==> config.mk <==
export PLATFORM = sky130hd
export DESIGN_NAME = cts_scan_core
export DESIGN_NICKNAME = d
export VERILOG_FILES = /design/src/cts_pkg.sv /design/src/cts_scan_core.sv
export VERILOG_INCLUDE_DIRS = /design/src
export SDC_FILE = /design/constraint.sdc
export NUM_CORES = 2
export LEC_CHECK = 0
export BUFFER_PORTS_ARGS = -buffer_cell sky130_fd_sc_hd__buf_2
export CORE_MARGIN = 5
export CORE_UTILIZATION = 60
export DETAILED_ROUTE_END_ITERATION = 6
export PLACE_DENSITY = 0.84
export SLEW_MARGIN = 40
export SYNTH_ARGS = -nofsm -noshare
export SYNTH_HDL_FRONTEND = slang
export SYNTH_SLANG_ARGS = --single-unit
export TNS_END_PERCENT = 10
==> constraint.sdc <==
create_clock -name mclk -period 10.3 [get_ports mclk]
set_clock_uncertainty 0.1 [all_clocks]
set_input_delay 1.545 -clock mclk [delete_from_list [all_inputs] [get_ports mclk]]
set_output_delay 1.545 -clock mclk [all_outputs]
set_load 0.01 [all_outputs]
==> src/cts_defs.svh <==
`ifndef CTS_DEFS_SVH
`define CTS_DEFS_SVH
// Sensor count and index bounds
`define CTS_NSENS 12
`define CTS_LAST_IDX 4'hb
// Shadow parameter map, byte addresses
`define CTS_SPM_DEPTH 32
`define CTS_A_EN_LO 5'h0c
`define CTS_A_EN_HI 5'h0d
`define CTS_A_SL_LO 5'h0e
`define CTS_A_SL_HI 5'h0f
`define CTS_A_THR 5'h10
`define CTS_A_HYS 5'h11
`define CTS_A_NPOS 5'h12
`define CTS_A_NNEG 5'h13
`define CTS_A_STEP 5'h14
`define CTS_A_PCOMP 5'h15
`define CTS_A_PER_ACT 5'h16
`define CTS_A_PER_DOZE 5'h17
`define CTS_A_RES 5'h18
// Fixed default set: six buttons and a six sensor slider
`define CTS_Q_SENS 8'h20
`define CTS_Q_EN_LO 8'hff
`define CTS_Q_EN_HI 8'h0f
`define CTS_Q_SL_LO 8'hc0
`define CTS_Q_SL_HI 8'h0f
`define CTS_Q_THR 8'h40
`define CTS_Q_HYS 8'h08
`define CTS_Q_NPOS 8'h20
`define CTS_Q_NNEG 8'h20
`define CTS_Q_STEP 8'h04
`define CTS_Q_PCOMP 8'h64
`define CTS_Q_PER_ACT 8'h1e
`define CTS_Q_PER_DOZE 8'hc3
`define CTS_Q_RES 8'h20
`define CTS_Q_NONE 8'h00
// Sequencing counts
`define CTS_LD_END 6'h20
`define CTS_BN_END 6'h1f
`define CTS_PASS_LAST 3'h7
`define CTS_AVG_SH 3
// Operating modes
`define CTS_MODE_DOZE 2'h1
`define CTS_MODE_SLEEP 2'h2
// Timing: one scan period unit and the clock period
`define CTS_MS_NS 1000000
`define CTS_CLK_NS 20
`endif

==> src/cts_pkg.sv <==
package cts_pkg;
   typedef enum logic [2:0] {
      ST_LOAD = 3'h0,
      ST_IDLE = 3'h1,
      ST_SENSE = 3'h2,
      ST_WAIT = 3'h3,
      ST_PROC = 3'h4,
      ST_SLIDE = 3'h5,
      ST_BURN = 3'h6
   } cts_state_e;
   typedef logic signed [15:0] cts_tick_t;
endpackage : cts_pkg

==> src/cts_scan_core.sv <==
`timescale 1ns/10ps
`include "cts_defs.svh"
// Operation
// - Lowest enabled slider sensor is position zero, highest is maximum.
// - Movement only when position changes by at least the step between scans.
// - Separate move-low and move-high events by direction.
// - Measure enabled sensors one at a time, storing each tick result.
// - Disabled sensors are skipped in sensing and processing.
// - Per-sensor sensitivity sets the accumulation cycle count.
// - Per-sensor 16-bit offset value goes to the front end.
// - Power-up estimates offsets driving ticks to zero, then uses them.
// - Offsets clear on reset; estimation restarts afterwards.
// - Average beyond positive or negative noise threshold restarts compensation.
// - Compensation also restarts after a configured number of scans.
// - Host compensation request accepted in Active or Doze mode.
// - Raw ticks are low-pass filtered into a per-sensor average.
// - Difference of raw and average drives sensor states and status.
// - Fixed default set for six buttons and slider runs without host.
// - At power-up use persistent store if valid, else fixed defaults.
// - Selected source is copied to shadow memory; logic uses only that.
// - Shadow memory reloads after every reset.
// - Host sees button, slider status and mode control.
// - Host may overwrite shadow parameters any time after load.
// - Host may have the persistent store written.
// - Store write copies shadow contents on host signal.
// - Touch at threshold plus hysteresis, release below threshold minus hysteresis.
// - Completion event pulses when compensation finishes.
module cts_scan_core import cts_pkg::*; #(
   parameter int MS_CYCLES = `CTS_MS_NS / `CTS_CLK_NS
) (
   // Clock and reset
   input wire logic mclk,
   input wire logic arst_n,
   // Charge sensing front end
   output logic fe_start,
   output logic [3:0] fe_sel,
   output logic [7:0] fe_cycles,
   output logic [15:0] fe_offset,
   input wire logic fe_done,
   input wire logic [15:0] fe_ticks,
   // Persistent parameter store
   input wire logic nvm_valid,
   input wire logic [7:0] nvm_rdata,
   output logic [4:0] nvm_addr,
   output logic nvm_wr,
   output logic [7:0] nvm_wdata,
   // Host control
   input wire logic [1:0] host_mode,
   input wire logic host_comp_req,
   input wire logic host_spm_wr,
   input wire logic [4:0] host_spm_addr,
   input wire logic [7:0] host_spm_wdata,
   input wire logic host_burn_req,
   // Status
   output logic cfg_ready,
   output logic [11:0] button_stat,
   output logic slider_on,
   output logic [7:0] slider_pos,
   output logic move_high,
   output logic move_low,
   output logic comp_done,
   output logic burn_done
);

   // Default set, fixed in logic and never writable
   function automatic logic [7:0] rom_val(input logic [4:0] a);
      case (a)
         `CTS_A_EN_LO: rom_val = `CTS_Q_EN_LO;
         `CTS_A_EN_HI: rom_val = `CTS_Q_EN_HI;
         `CTS_A_SL_LO: rom_val = `CTS_Q_SL_LO;
         `CTS_A_SL_HI: rom_val = `CTS_Q_SL_HI;
         `CTS_A_THR: rom_val = `CTS_Q_THR;
         `CTS_A_HYS: rom_val = `CTS_Q_HYS;
         `CTS_A_NPOS: rom_val = `CTS_Q_NPOS;
         `CTS_A_NNEG: rom_val = `CTS_Q_NNEG;
         `CTS_A_STEP: rom_val = `CTS_Q_STEP;
         `CTS_A_PCOMP: rom_val = `CTS_Q_PCOMP;
         `CTS_A_PER_ACT: rom_val = `CTS_Q_PER_ACT;
         `CTS_A_PER_DOZE: rom_val = `CTS_Q_PER_DOZE;
         `CTS_A_RES: rom_val = `CTS_Q_RES;
         default: rom_val = (a < `CTS_A_EN_LO) ? `CTS_Q_SENS : `CTS_Q_NONE;
      endcase
   endfunction : rom_val

   logic [7:0] shadow_param_ram [0:`CTS_SPM_DEPTH-1];
   cts_tick_t raw [0:`CTS_NSENS-1];
   cts_tick_t avg [0:`CTS_NSENS-1];
   cts_tick_t off [0:`CTS_NSENS-1];
   cts_state_e st_reg;
   logic [3:0] idx_reg;
   logic [5:0] ld_reg;
   logic src_nvm_reg;
   logic [11:0] btn_reg;
   logic comp_pend_reg, comp_run_reg, burn_pend_reg;
   logic [2:0] pass_reg;
   logic [7:0] scan_cnt_reg, per_cnt_reg;
   logic [15:0] ms_cnt_reg;
   logic [3:0] sl_cnt_reg, best_rank_reg;
   cts_tick_t best_reg;

   // Decoded shadow fields
   logic [11:0] en_vec, sl_vec;
   logic [4:0] ix5, ld_m1;
   logic last, proc_en, scan_go, sense_end, pass_last, scan_due;
   cts_tick_t diff, avg_new;
   logic signed [16:0] d17, on_lvl, off_lvl, a17, npos, nneg;
   logic noise_hit, per_hit, host_ok, sl_any;
   logic [11:0] prod;
   logic [7:0] pos_calc, per_sel;
   assign en_vec = {shadow_param_ram[`CTS_A_EN_HI][3:0], shadow_param_ram[`CTS_A_EN_LO]};
   assign sl_vec = {shadow_param_ram[`CTS_A_SL_HI][3:0], shadow_param_ram[`CTS_A_SL_LO]} & en_vec;
   assign ix5 = {1'b0, idx_reg};
   assign ld_m1 = 5'(ld_reg - 6'h01);
   assign last = (idx_reg == `CTS_LAST_IDX);
   assign proc_en = (st_reg == ST_PROC) && en_vec[idx_reg];
   assign scan_go = (st_reg == ST_IDLE) && !burn_pend_reg && scan_due;
   assign sense_end = last && (((st_reg == ST_SENSE) && !en_vec[idx_reg]) || ((st_reg == ST_WAIT) && fe_done));
   assign pass_last = (pass_reg == `CTS_PASS_LAST);

   // Filter and hysteresis arithmetic, widened to keep the sign
   assign diff = raw[idx_reg] - avg[idx_reg];
   assign avg_new = avg[idx_reg] + (diff >>> `CTS_AVG_SH);
   assign d17 = {diff[15], diff};
   assign a17 = {avg_new[15], avg_new};
   assign on_lvl = {9'h000, shadow_param_ram[`CTS_A_THR]} + {9'h000, shadow_param_ram[`CTS_A_HYS]};
   assign off_lvl = {9'h000, shadow_param_ram[`CTS_A_THR]} - {9'h000, shadow_param_ram[`CTS_A_HYS]};
   assign npos = {9'h000, shadow_param_ram[`CTS_A_NPOS]};
   assign nneg = 17'sh00000 - {9'h000, shadow_param_ram[`CTS_A_NNEG]};

   // Compensation triggers
   assign noise_hit = proc_en && !comp_run_reg && ((a17 > npos) || (a17 < nneg));
   assign per_hit = (st_reg == ST_SLIDE) && (shadow_param_ram[`CTS_A_PCOMP] != `CTS_Q_NONE)
                    && (scan_cnt_reg >= shadow_param_ram[`CTS_A_PCOMP]);
   assign host_ok = host_comp_req && (host_mode != `CTS_MODE_SLEEP);

   // Slider position by rank of the strongest slider sensor
   assign sl_any = |(btn_reg & sl_vec);
   assign prod = best_rank_reg * shadow_param_ram[`CTS_A_RES];
   assign pos_calc = prod[7:0];
   assign per_sel = (host_mode == `CTS_MODE_DOZE) ? shadow_param_ram[`CTS_A_PER_DOZE] : shadow_param_ram[`CTS_A_PER_ACT];
   assign scan_due = cfg_ready && (host_mode != `CTS_MODE_SLEEP) && (per_cnt_reg >= per_sel);

   // Sequencer: load, scan, process, burn
   always_ff @(posedge mclk or negedge arst_n) begin
      if (!arst_n) begin
         st_reg <= ST_LOAD;
         idx_reg <= 4'h0;
         ld_reg <= 6'h00;
         src_nvm_reg <= 1'b0;
         cfg_ready <= 1'b0;
      end else begin
         case (st_reg)
            ST_LOAD: begin
               if (ld_reg == 6'h00) begin
                  src_nvm_reg <= nvm_valid;
               end
               ld_reg <= ld_reg + 6'h01;
               if (ld_reg == `CTS_LD_END) begin
                  st_reg <= ST_IDLE;
                  cfg_ready <= 1'b1;
               end
            end
            ST_IDLE: begin
               idx_reg <= 4'h0;
               ld_reg <= 6'h00;
               if (burn_pend_reg) begin
                  st_reg <= ST_BURN;
               end else if (scan_due) begin
                  st_reg <= ST_SENSE;
               end
            end
            ST_SENSE: begin
               if (en_vec[idx_reg]) begin
                  st_reg <= ST_WAIT;
               end else if (last) begin
                  idx_reg <= 4'h0;
                  st_reg <= !comp_run_reg ? ST_PROC : (pass_last ? ST_IDLE : ST_SENSE);
               end else begin
                  idx_reg <= idx_reg + 4'h1;
               end
            end
            ST_WAIT: begin
               if (fe_done && last) begin
                  idx_reg <= 4'h0;
                  st_reg <= !comp_run_reg ? ST_PROC : (pass_last ? ST_IDLE : ST_SENSE);
               end else if (fe_done) begin
                  idx_reg <= idx_reg + 4'h1;
                  st_reg <= ST_SENSE;
               end
            end
            ST_PROC: begin
               idx_reg <= idx_reg + 4'h1;
               if (last) begin
                  st_reg <= ST_SLIDE;
               end
            end
            ST_SLIDE: st_reg <= ST_IDLE;
            ST_BURN: begin
               ld_reg <= ld_reg + 6'h01;
               if (ld_reg == `CTS_BN_END) begin
                  st_reg <= ST_IDLE;
               end
            end
            default: st_reg <= ST_IDLE;
         endcase
      end
   end

   // Shadow memory; left unreset, it is refilled after every reset
   always_ff @(posedge mclk) begin
      if (st_reg == ST_LOAD && ld_reg != 6'h00) begin
         shadow_param_ram[ld_m1] <= src_nvm_reg ? nvm_rdata : rom_val(ld_m1);
      end else if (host_spm_wr && cfg_ready) begin
         shadow_param_ram[host_spm_addr] <= host_spm_wdata;
      end
   end

   // Store port: read walk during load, write walk during burn
   always_ff @(posedge mclk or negedge arst_n) begin
      if (!arst_n) begin
         nvm_addr <= 5'h00;
         nvm_wr <= 1'b0;
         nvm_wdata <= 8'h00;
         burn_done <= 1'b0;
      end else begin
         nvm_wr <= (st_reg == ST_BURN);
         burn_done <= (st_reg == ST_BURN) && (ld_reg == `CTS_BN_END);
         if (st_reg == ST_LOAD || st_reg == ST_BURN) begin
            nvm_addr <= ld_reg[4:0];
            nvm_wdata <= shadow_param_ram[ld_reg[4:0]];
         end
      end
   end

   // Front end request, one sensor at a time
   always_ff @(posedge mclk or negedge arst_n) begin
      if (!arst_n) begin
         fe_start <= 1'b0;
         fe_sel <= 4'h0;
         fe_cycles <= 8'h00;
         fe_offset <= 16'h0000;
      end else begin
         fe_start <= (st_reg == ST_SENSE) && en_vec[idx_reg];
         if (st_reg == ST_SENSE) begin
            fe_sel <= idx_reg;
            fe_cycles <= shadow_param_ram[ix5];
            fe_offset <= off[idx_reg];
         end
      end
   end

   // Offsets start at zero and integrate residual ticks each pass
   always_ff @(posedge mclk or negedge arst_n) begin
      if (!arst_n) begin
         for (int i = 0; i < `CTS_NSENS; i++) begin
            off[i] <= 16'sh0000;
         end
      end else if (st_reg == ST_WAIT && fe_done && comp_run_reg) begin
         off[idx_reg] <= off[idx_reg] + fe_ticks;
      end
   end

   // Compensation control; a new trigger wins over the take
   always_ff @(posedge mclk or negedge arst_n) begin
      if (!arst_n) begin
         comp_pend_reg <= 1'b1;
         comp_run_reg <= 1'b0;
         pass_reg <= 3'h0;
         comp_done <= 1'b0;
         scan_cnt_reg <= 8'h00;
      end else begin
         comp_done <= 1'b0;
         comp_pend_reg <= noise_hit || per_hit || host_ok || (comp_pend_reg && !scan_go);
         if (scan_go && comp_pend_reg) begin
            comp_run_reg <= 1'b1;
            pass_reg <= 3'h0;
            scan_cnt_reg <= 8'h00;
         end else if (sense_end && comp_run_reg) begin
            pass_reg <= pass_reg + 3'h1;
            if (pass_last) begin
               comp_run_reg <= 1'b0;
               comp_done <= 1'b1;
            end
         end else if (st_reg == ST_SLIDE && scan_cnt_reg != 8'hff) begin
            scan_cnt_reg <= scan_cnt_reg + 8'h01;
         end
      end
   end

   // Raw ticks and averages; both restart when compensation completes
   always_ff @(posedge mclk or negedge arst_n) begin
      if (!arst_n) begin
         for (int i = 0; i < `CTS_NSENS; i++) begin
            raw[i] <= 16'sh0000;
            avg[i] <= 16'sh0000;
         end
      end else if (comp_done) begin
         for (int i = 0; i < `CTS_NSENS; i++) begin
            raw[i] <= 16'sh0000;
            avg[i] <= 16'sh0000;
         end
      end else if (st_reg == ST_WAIT && fe_done && !comp_run_reg) begin
         raw[idx_reg] <= fe_ticks;
      end else if (proc_en) begin
         avg[idx_reg] <= avg_new;
      end
   end

   // Touch detection with hysteresis band
   always_ff @(posedge mclk or negedge arst_n) begin
      if (!arst_n) begin
         btn_reg <= 12'h000;
      end else if (st_reg == ST_PROC) begin
         if (!en_vec[idx_reg]) begin
            btn_reg[idx_reg] <= 1'b0;
         end else if (d17 >= on_lvl) begin
            btn_reg[idx_reg] <= 1'b1;
         end else if (d17 < off_lvl) begin
            btn_reg[idx_reg] <= 1'b0;
         end
      end
   end

   // Strongest slider sensor; rank counts enabled slider inputs only
   always_ff @(posedge mclk or negedge arst_n) begin
      if (!arst_n) begin
         sl_cnt_reg <= 4'h0;
         best_rank_reg <= 4'h0;
         best_reg <= 16'sh0000;
      end else if (scan_go) begin
         sl_cnt_reg <= 4'h0;
      end else if (proc_en && sl_vec[idx_reg]) begin
         sl_cnt_reg <= sl_cnt_reg + 4'h1;
         if (sl_cnt_reg == 4'h0 || diff > best_reg) begin
            best_reg <= diff;
            best_rank_reg <= sl_cnt_reg;
         end
      end
   end

   // Status once per scan; moves compare with the previous scan
   always_ff @(posedge mclk or negedge arst_n) begin
      if (!arst_n) begin
         button_stat <= 12'h000;
         slider_on <= 1'b0;
         slider_pos <= 8'h00;
         move_high <= 1'b0;
         move_low <= 1'b0;
      end else begin
         move_high <= 1'b0;
         move_low <= 1'b0;
         if (st_reg == ST_SLIDE) begin
            button_stat <= btn_reg & ~sl_vec;
            slider_on <= sl_any;
            if (sl_any) begin
               slider_pos <= pos_calc;
               move_high <= slider_on && ({1'b0, pos_calc} >= {1'b0, slider_pos} + {1'b0, shadow_param_ram[`CTS_A_STEP]});
               move_low <= slider_on && ({1'b0, slider_pos} >= {1'b0, pos_calc} + {1'b0, shadow_param_ram[`CTS_A_STEP]});
            end
         end
      end
   end

   // Scan period timer from a millisecond enable
   always_ff @(posedge mclk or negedge arst_n) begin
      if (!arst_n) begin
         ms_cnt_reg <= 16'h0000;
         per_cnt_reg <= 8'h00;
      end else begin
         ms_cnt_reg <= (ms_cnt_reg == 16'(MS_CYCLES - 1)) ? 16'h0000 : ms_cnt_reg + 16'h0001;
         if (scan_go) begin
            per_cnt_reg <= 8'h00;
         end else if (ms_cnt_reg == 16'(MS_CYCLES - 1) && per_cnt_reg != 8'hff) begin
            per_cnt_reg <= per_cnt_reg + 8'h01;
         end
      end
   end

   // Burn request held until the walk starts
   always_ff @(posedge mclk or negedge arst_n) begin
      if (!arst_n) begin
         burn_pend_reg <= 1'b0;
      end else begin
         burn_pend_reg <= (host_burn_req && cfg_ready) || (burn_pend_reg && st_reg != ST_IDLE);
      end
   end
endmodule : cts_scan_core

==> results by group <==
Synth
  – Mapped Cells: 3946
  – Seq cells post-synth: 989
  – Top FF cell, synth: dfrtp_1
  – Ys Warns: 0
  – Synthesized net count: 4206
  – Post-Syn Area: 0.04976 sq mm
  – Post-synth EDFFs: 256
  – Ys async rst share: 74.12%
  – Unique cell type count in the Yosys netlist: 80
  – Register area share after synthesis: 52.32%
  – Syn Area/Cell: 12.61 sq um

Worst setup path
  – CP Capture Type: register
  – CP most frequent cell: ha_1
  – Critical path required time: 10740 ps
  – Max stage delay on crit path: 850 ps
  – Crit-path max FO: 31
  – Startpoint Class: register
  – Critical setup path kind: register to register
  – Worst Path Arrival: 8230 ps
  – Slowest-stage cell, CP: dfrtp_4

Detailed routing
  – Total vias in the final route: 35660
  – Avg WL per Cell: 26.87 um
  – Antenna-violating nets left: 0
  – Iteration count of the initial detailed-routing pass: 7
  – Vias/cell: 6.920
  – DRT iter0 DRCs: 5019
  – Post-Route WL: 138400 um
  – Post-route DRC: 1

STA
  – Max Freq: 128.4 MHz
  – Hold_ws: 373.0 ps
  – Setup tns final: 0 ps
  – PnR worst setup slack: 2513 ps
  – Hold Vio Cnt, Final: 0
  – Pins Over Slew Limit: 0
  – RSZ-0062 raised after global routing: no
  – Final setup fails: 0
  – Max-Slew Margin vs Limit: 38.47%
  – Minimum clock period: 7787 ps
  – Fin crit share: 75.61%
  – Worst Max-Slew Pin Slew: 920.1 ps

Cells and area
  – Synth-to-Final Area Change: 11.08%
  – Cell Count, Final, Fillers Out: 5153
  – Max FFs per register: 256
  – Layout Nets: 4252
  – Share of cells above drive strength 1: 21.38%
  – Top reg by flops: shadow_param_ram

Floorplanning
  – Core footprint: 0.08211 sq mm
  – Die area: 0.08878 sq mm
  – Starting Density: 60.60%
  – Rows: 105
  – Die H: 298.0 um
  – # IOs: 115
  – Die W: 298.0 um

Placed design
  – Dpl ws: 2702 ps
  – Post-DP HPWL: 87980 um
  – RD Place Congestion: 0.9244
  – Port-buffer cells: 114
  – Placed insts: 4960

Power and ir drop
  – Sequential power share: 50.3%
  – Switch Pwr: 1.682 mW
  – Switching Fraction: 21.12%
  – Worst vdd ir: 0.1529 mV
  – Pint: 6.283 mW
  – Clock share of power: 48.3%
  – Logic gate share of total power: 1.4%
  – PwrDens: 144.1 mW/mm^2
  – Pleak: 23.41 nW

Clock tree
  – CTS buffer count: 98
  – Reg clk slew, reported paths: 60 ps
  – Sink Count: 989
  – CTS tree: built
  – Hold-fix buffers, CTS: 0
  – Post-CTS Setup Repair Bufs: 0
  – Worst skew pair latency: 690 ps
  – Max Root-Sink Buffers: 3
  – H-tree Lvls: 3
  – CTS root buf: clkbuf_16
  – Resize count post-CTS: 0

Outcome
  – Violated checks: design-rule violations
  – Status: complete, but fails checks

GRT
  – Routing usage on met1: 41.47%
  – Initial antenna violation count: 4
  – Vias in the first global route: 36470
  – Met2 global-route usage: 46.78%
  – Top Usage Layer GRT: met2
  – GRT overflow: 0
  – Overall Global Routing Usage: 30.78%
  – Largest net degree at the start of global routing: 157
  – Met3 Resource Use GR: 7.835%
  – First-pass GRT wire length: 214100 um

Flow run
  – Max-cap violations: 0

Min path
  – HP Class: register to register
-- placed cells by master, fill, tap and decap left out, types with 24 or more instances in the layout --
cell	Yosys	layout
a21o_1	43	43
a21oi_1	122	117
a22o_1	321	321
buf_2	52	113
buf_4	16	74
clkbuf_16	0	101
dfrtp_1	732	725
edfxtp_1	256	256
ha_1	198	198
inv_1	137	137
mux2_2	142	142
mux2i_1	90	90
mux4_2	250	250
nand2_1	389	385
nand2b_1	27	27
nand3_1	52	52
nor2_1	178	144
nor2_2	0	24
nor2b_1	26	25
nor3_1	32	28
o21ai_0	291	289
xnor2_1	69	61
xor2_1	42	39
-- per-stage QoR --
| stage | power [mW] | utilization [%] | area [sq um] |
|---|---|---|---|
| floorplan | 4.109 | - | 49760 |
| detailed placement | 4.195 | 62.90 | 51650 |
| CTS | 7.975 | 67.11 | 55100 |
| finish | 7.964 | 67.31 | 55270 |
| global placement | 4.191 | 62.49 | 51310 |
| global route | 8.156 | 67.31 | 55270 |
-- cell type report --
| cell class | instances | area, sq um |
|---|---|---|
| timing repair buffer | 202 | 1396 |
| fill | 5320 | 26840 |
| inverter | 137 | 514.2 |
| clock buffer | 133 | 2788 |
| sequential | 989 | 26050 |
| tap | 1070 | 1339 |
| multi-input combinational | 2564 | 22510 |
| clock inverter | 53 | 663.1 |
| antenna | 5 | 12.51 |
-- metal layers --
layer  share of wire [%]  vias up
li1                    -    14800
met3                  11      570
met4                 5.9        2
met1                  37    17740
met5               0.079        -
met2                  46     2540
-- cell usage after synthesis, drive strengths merged (4+ instances only) --
master / count / area (sq um)
a211oi: 9 / 72.57
a21o: 43 / 322.8
a21oi: 133 / 714.4
a22o: 321 / 2811
a31oi: 21 / 131.4
and2: 23 / 143.9
and3: 12 / 75.07
buf: 90 / 474.2
clkbuf: 166 / 623.1
dfrtp: 732 / 18320
edfxtp: 256 / 7687
fa: 16 / 320.3
ha: 198 / 2477
inv: 137 / 514.2
mux2: 143 / 1610
mux2i: 90 / 900.9
mux4: 250 / 5630
nand2: 389 / 1460
nand2b: 27 / 168.9
nand3: 52 / 260.3
nand3b: 4 / 30.03
nand4: 22 / 137.6
nor2: 179 / 679.4
nor2b: 26 / 162.7
nor3: 32 / 160.2
nor3b: 4 / 30.03
nor4: 10 / 62.56
o2111ai: 4 / 35.03
o211ai: 4 / 30.03
o21a: 19 / 142.6
o21ai: 304 / 1563
o21bai: 14 / 105.1
o22a: 15 / 131.4
o22ai: 4 / 25.02
o2bb2ai: 17 / 148.9
o31ai: 10 / 80.07
or2: 5 / 31.28
or3: 13 / 81.33
xnor2: 69 / 604.3
xor2: 42 / 367.9
-- critical path, delay by kind of cell, from the launching register on --
kind	cells	cell delay, ps
AND/OR/NAND/NOR	4	610
buffers and inverters	2	800
AO/OA/AOI/OAI	12	3000
flip-flops	1	850
adder cells (fa/ha/maj)	3	1040
XOR/XNOR	2	490
multiplexers	2	730
-- power groups by stage --
stage / clock network [mW] / logic, mW / registers (mW)
finish: 3.84 / 0.115 / 4.01
global route: 4.02 / 0.130 / 4.00
CTS: 3.85 / 0.113 / 4.01
detailed placement: 0 / 0.112 / 4.08
global placement: 0 / 0.108 / 4.08
floorplan: 0 / 0.0254 / 4.08
-- final timing paths --
path	from	to	slack [ps]	cells after the start
worst max-delay path	idx_reg[0]	comp_pend_reg	2510	25
worst min-delay path	ms_cnt_reg[0]	ms_cnt_reg[0]	370	1
worst max register to register	idx_reg[0]	comp_pend_reg	2510	25
worst min register to register	ms_cnt_reg[0]	ms_cnt_reg[0]	370	1
max in group asynchronous	arst_n	idx_reg[3]	7180	4
min in group asynchronous	arst_n	ms_cnt_reg[13]	740	1
-- cell families (layout without fill, tap and decap cells) --
| kind of cell | Yosys count | after routing | synth area share [%] |
|---|---|---|---|
| mux | 483 | 483 | 16.36 |
| buf+inv | 393 | 525 | 3.239 |
| flops | 989 | 989 | 52.32 |
| fa+ha+maj | 214 | 214 | 5.623 |
| xor+xnor | 112 | 112 | 2.002 |
| compound gates | 949 | 949 | 13.31 |
| simple gates | 806 | 806 | 7.142 |
| other cells | 0 | 5 | 0 |
No activity file was read; power rests on OpenSTA's default activity.
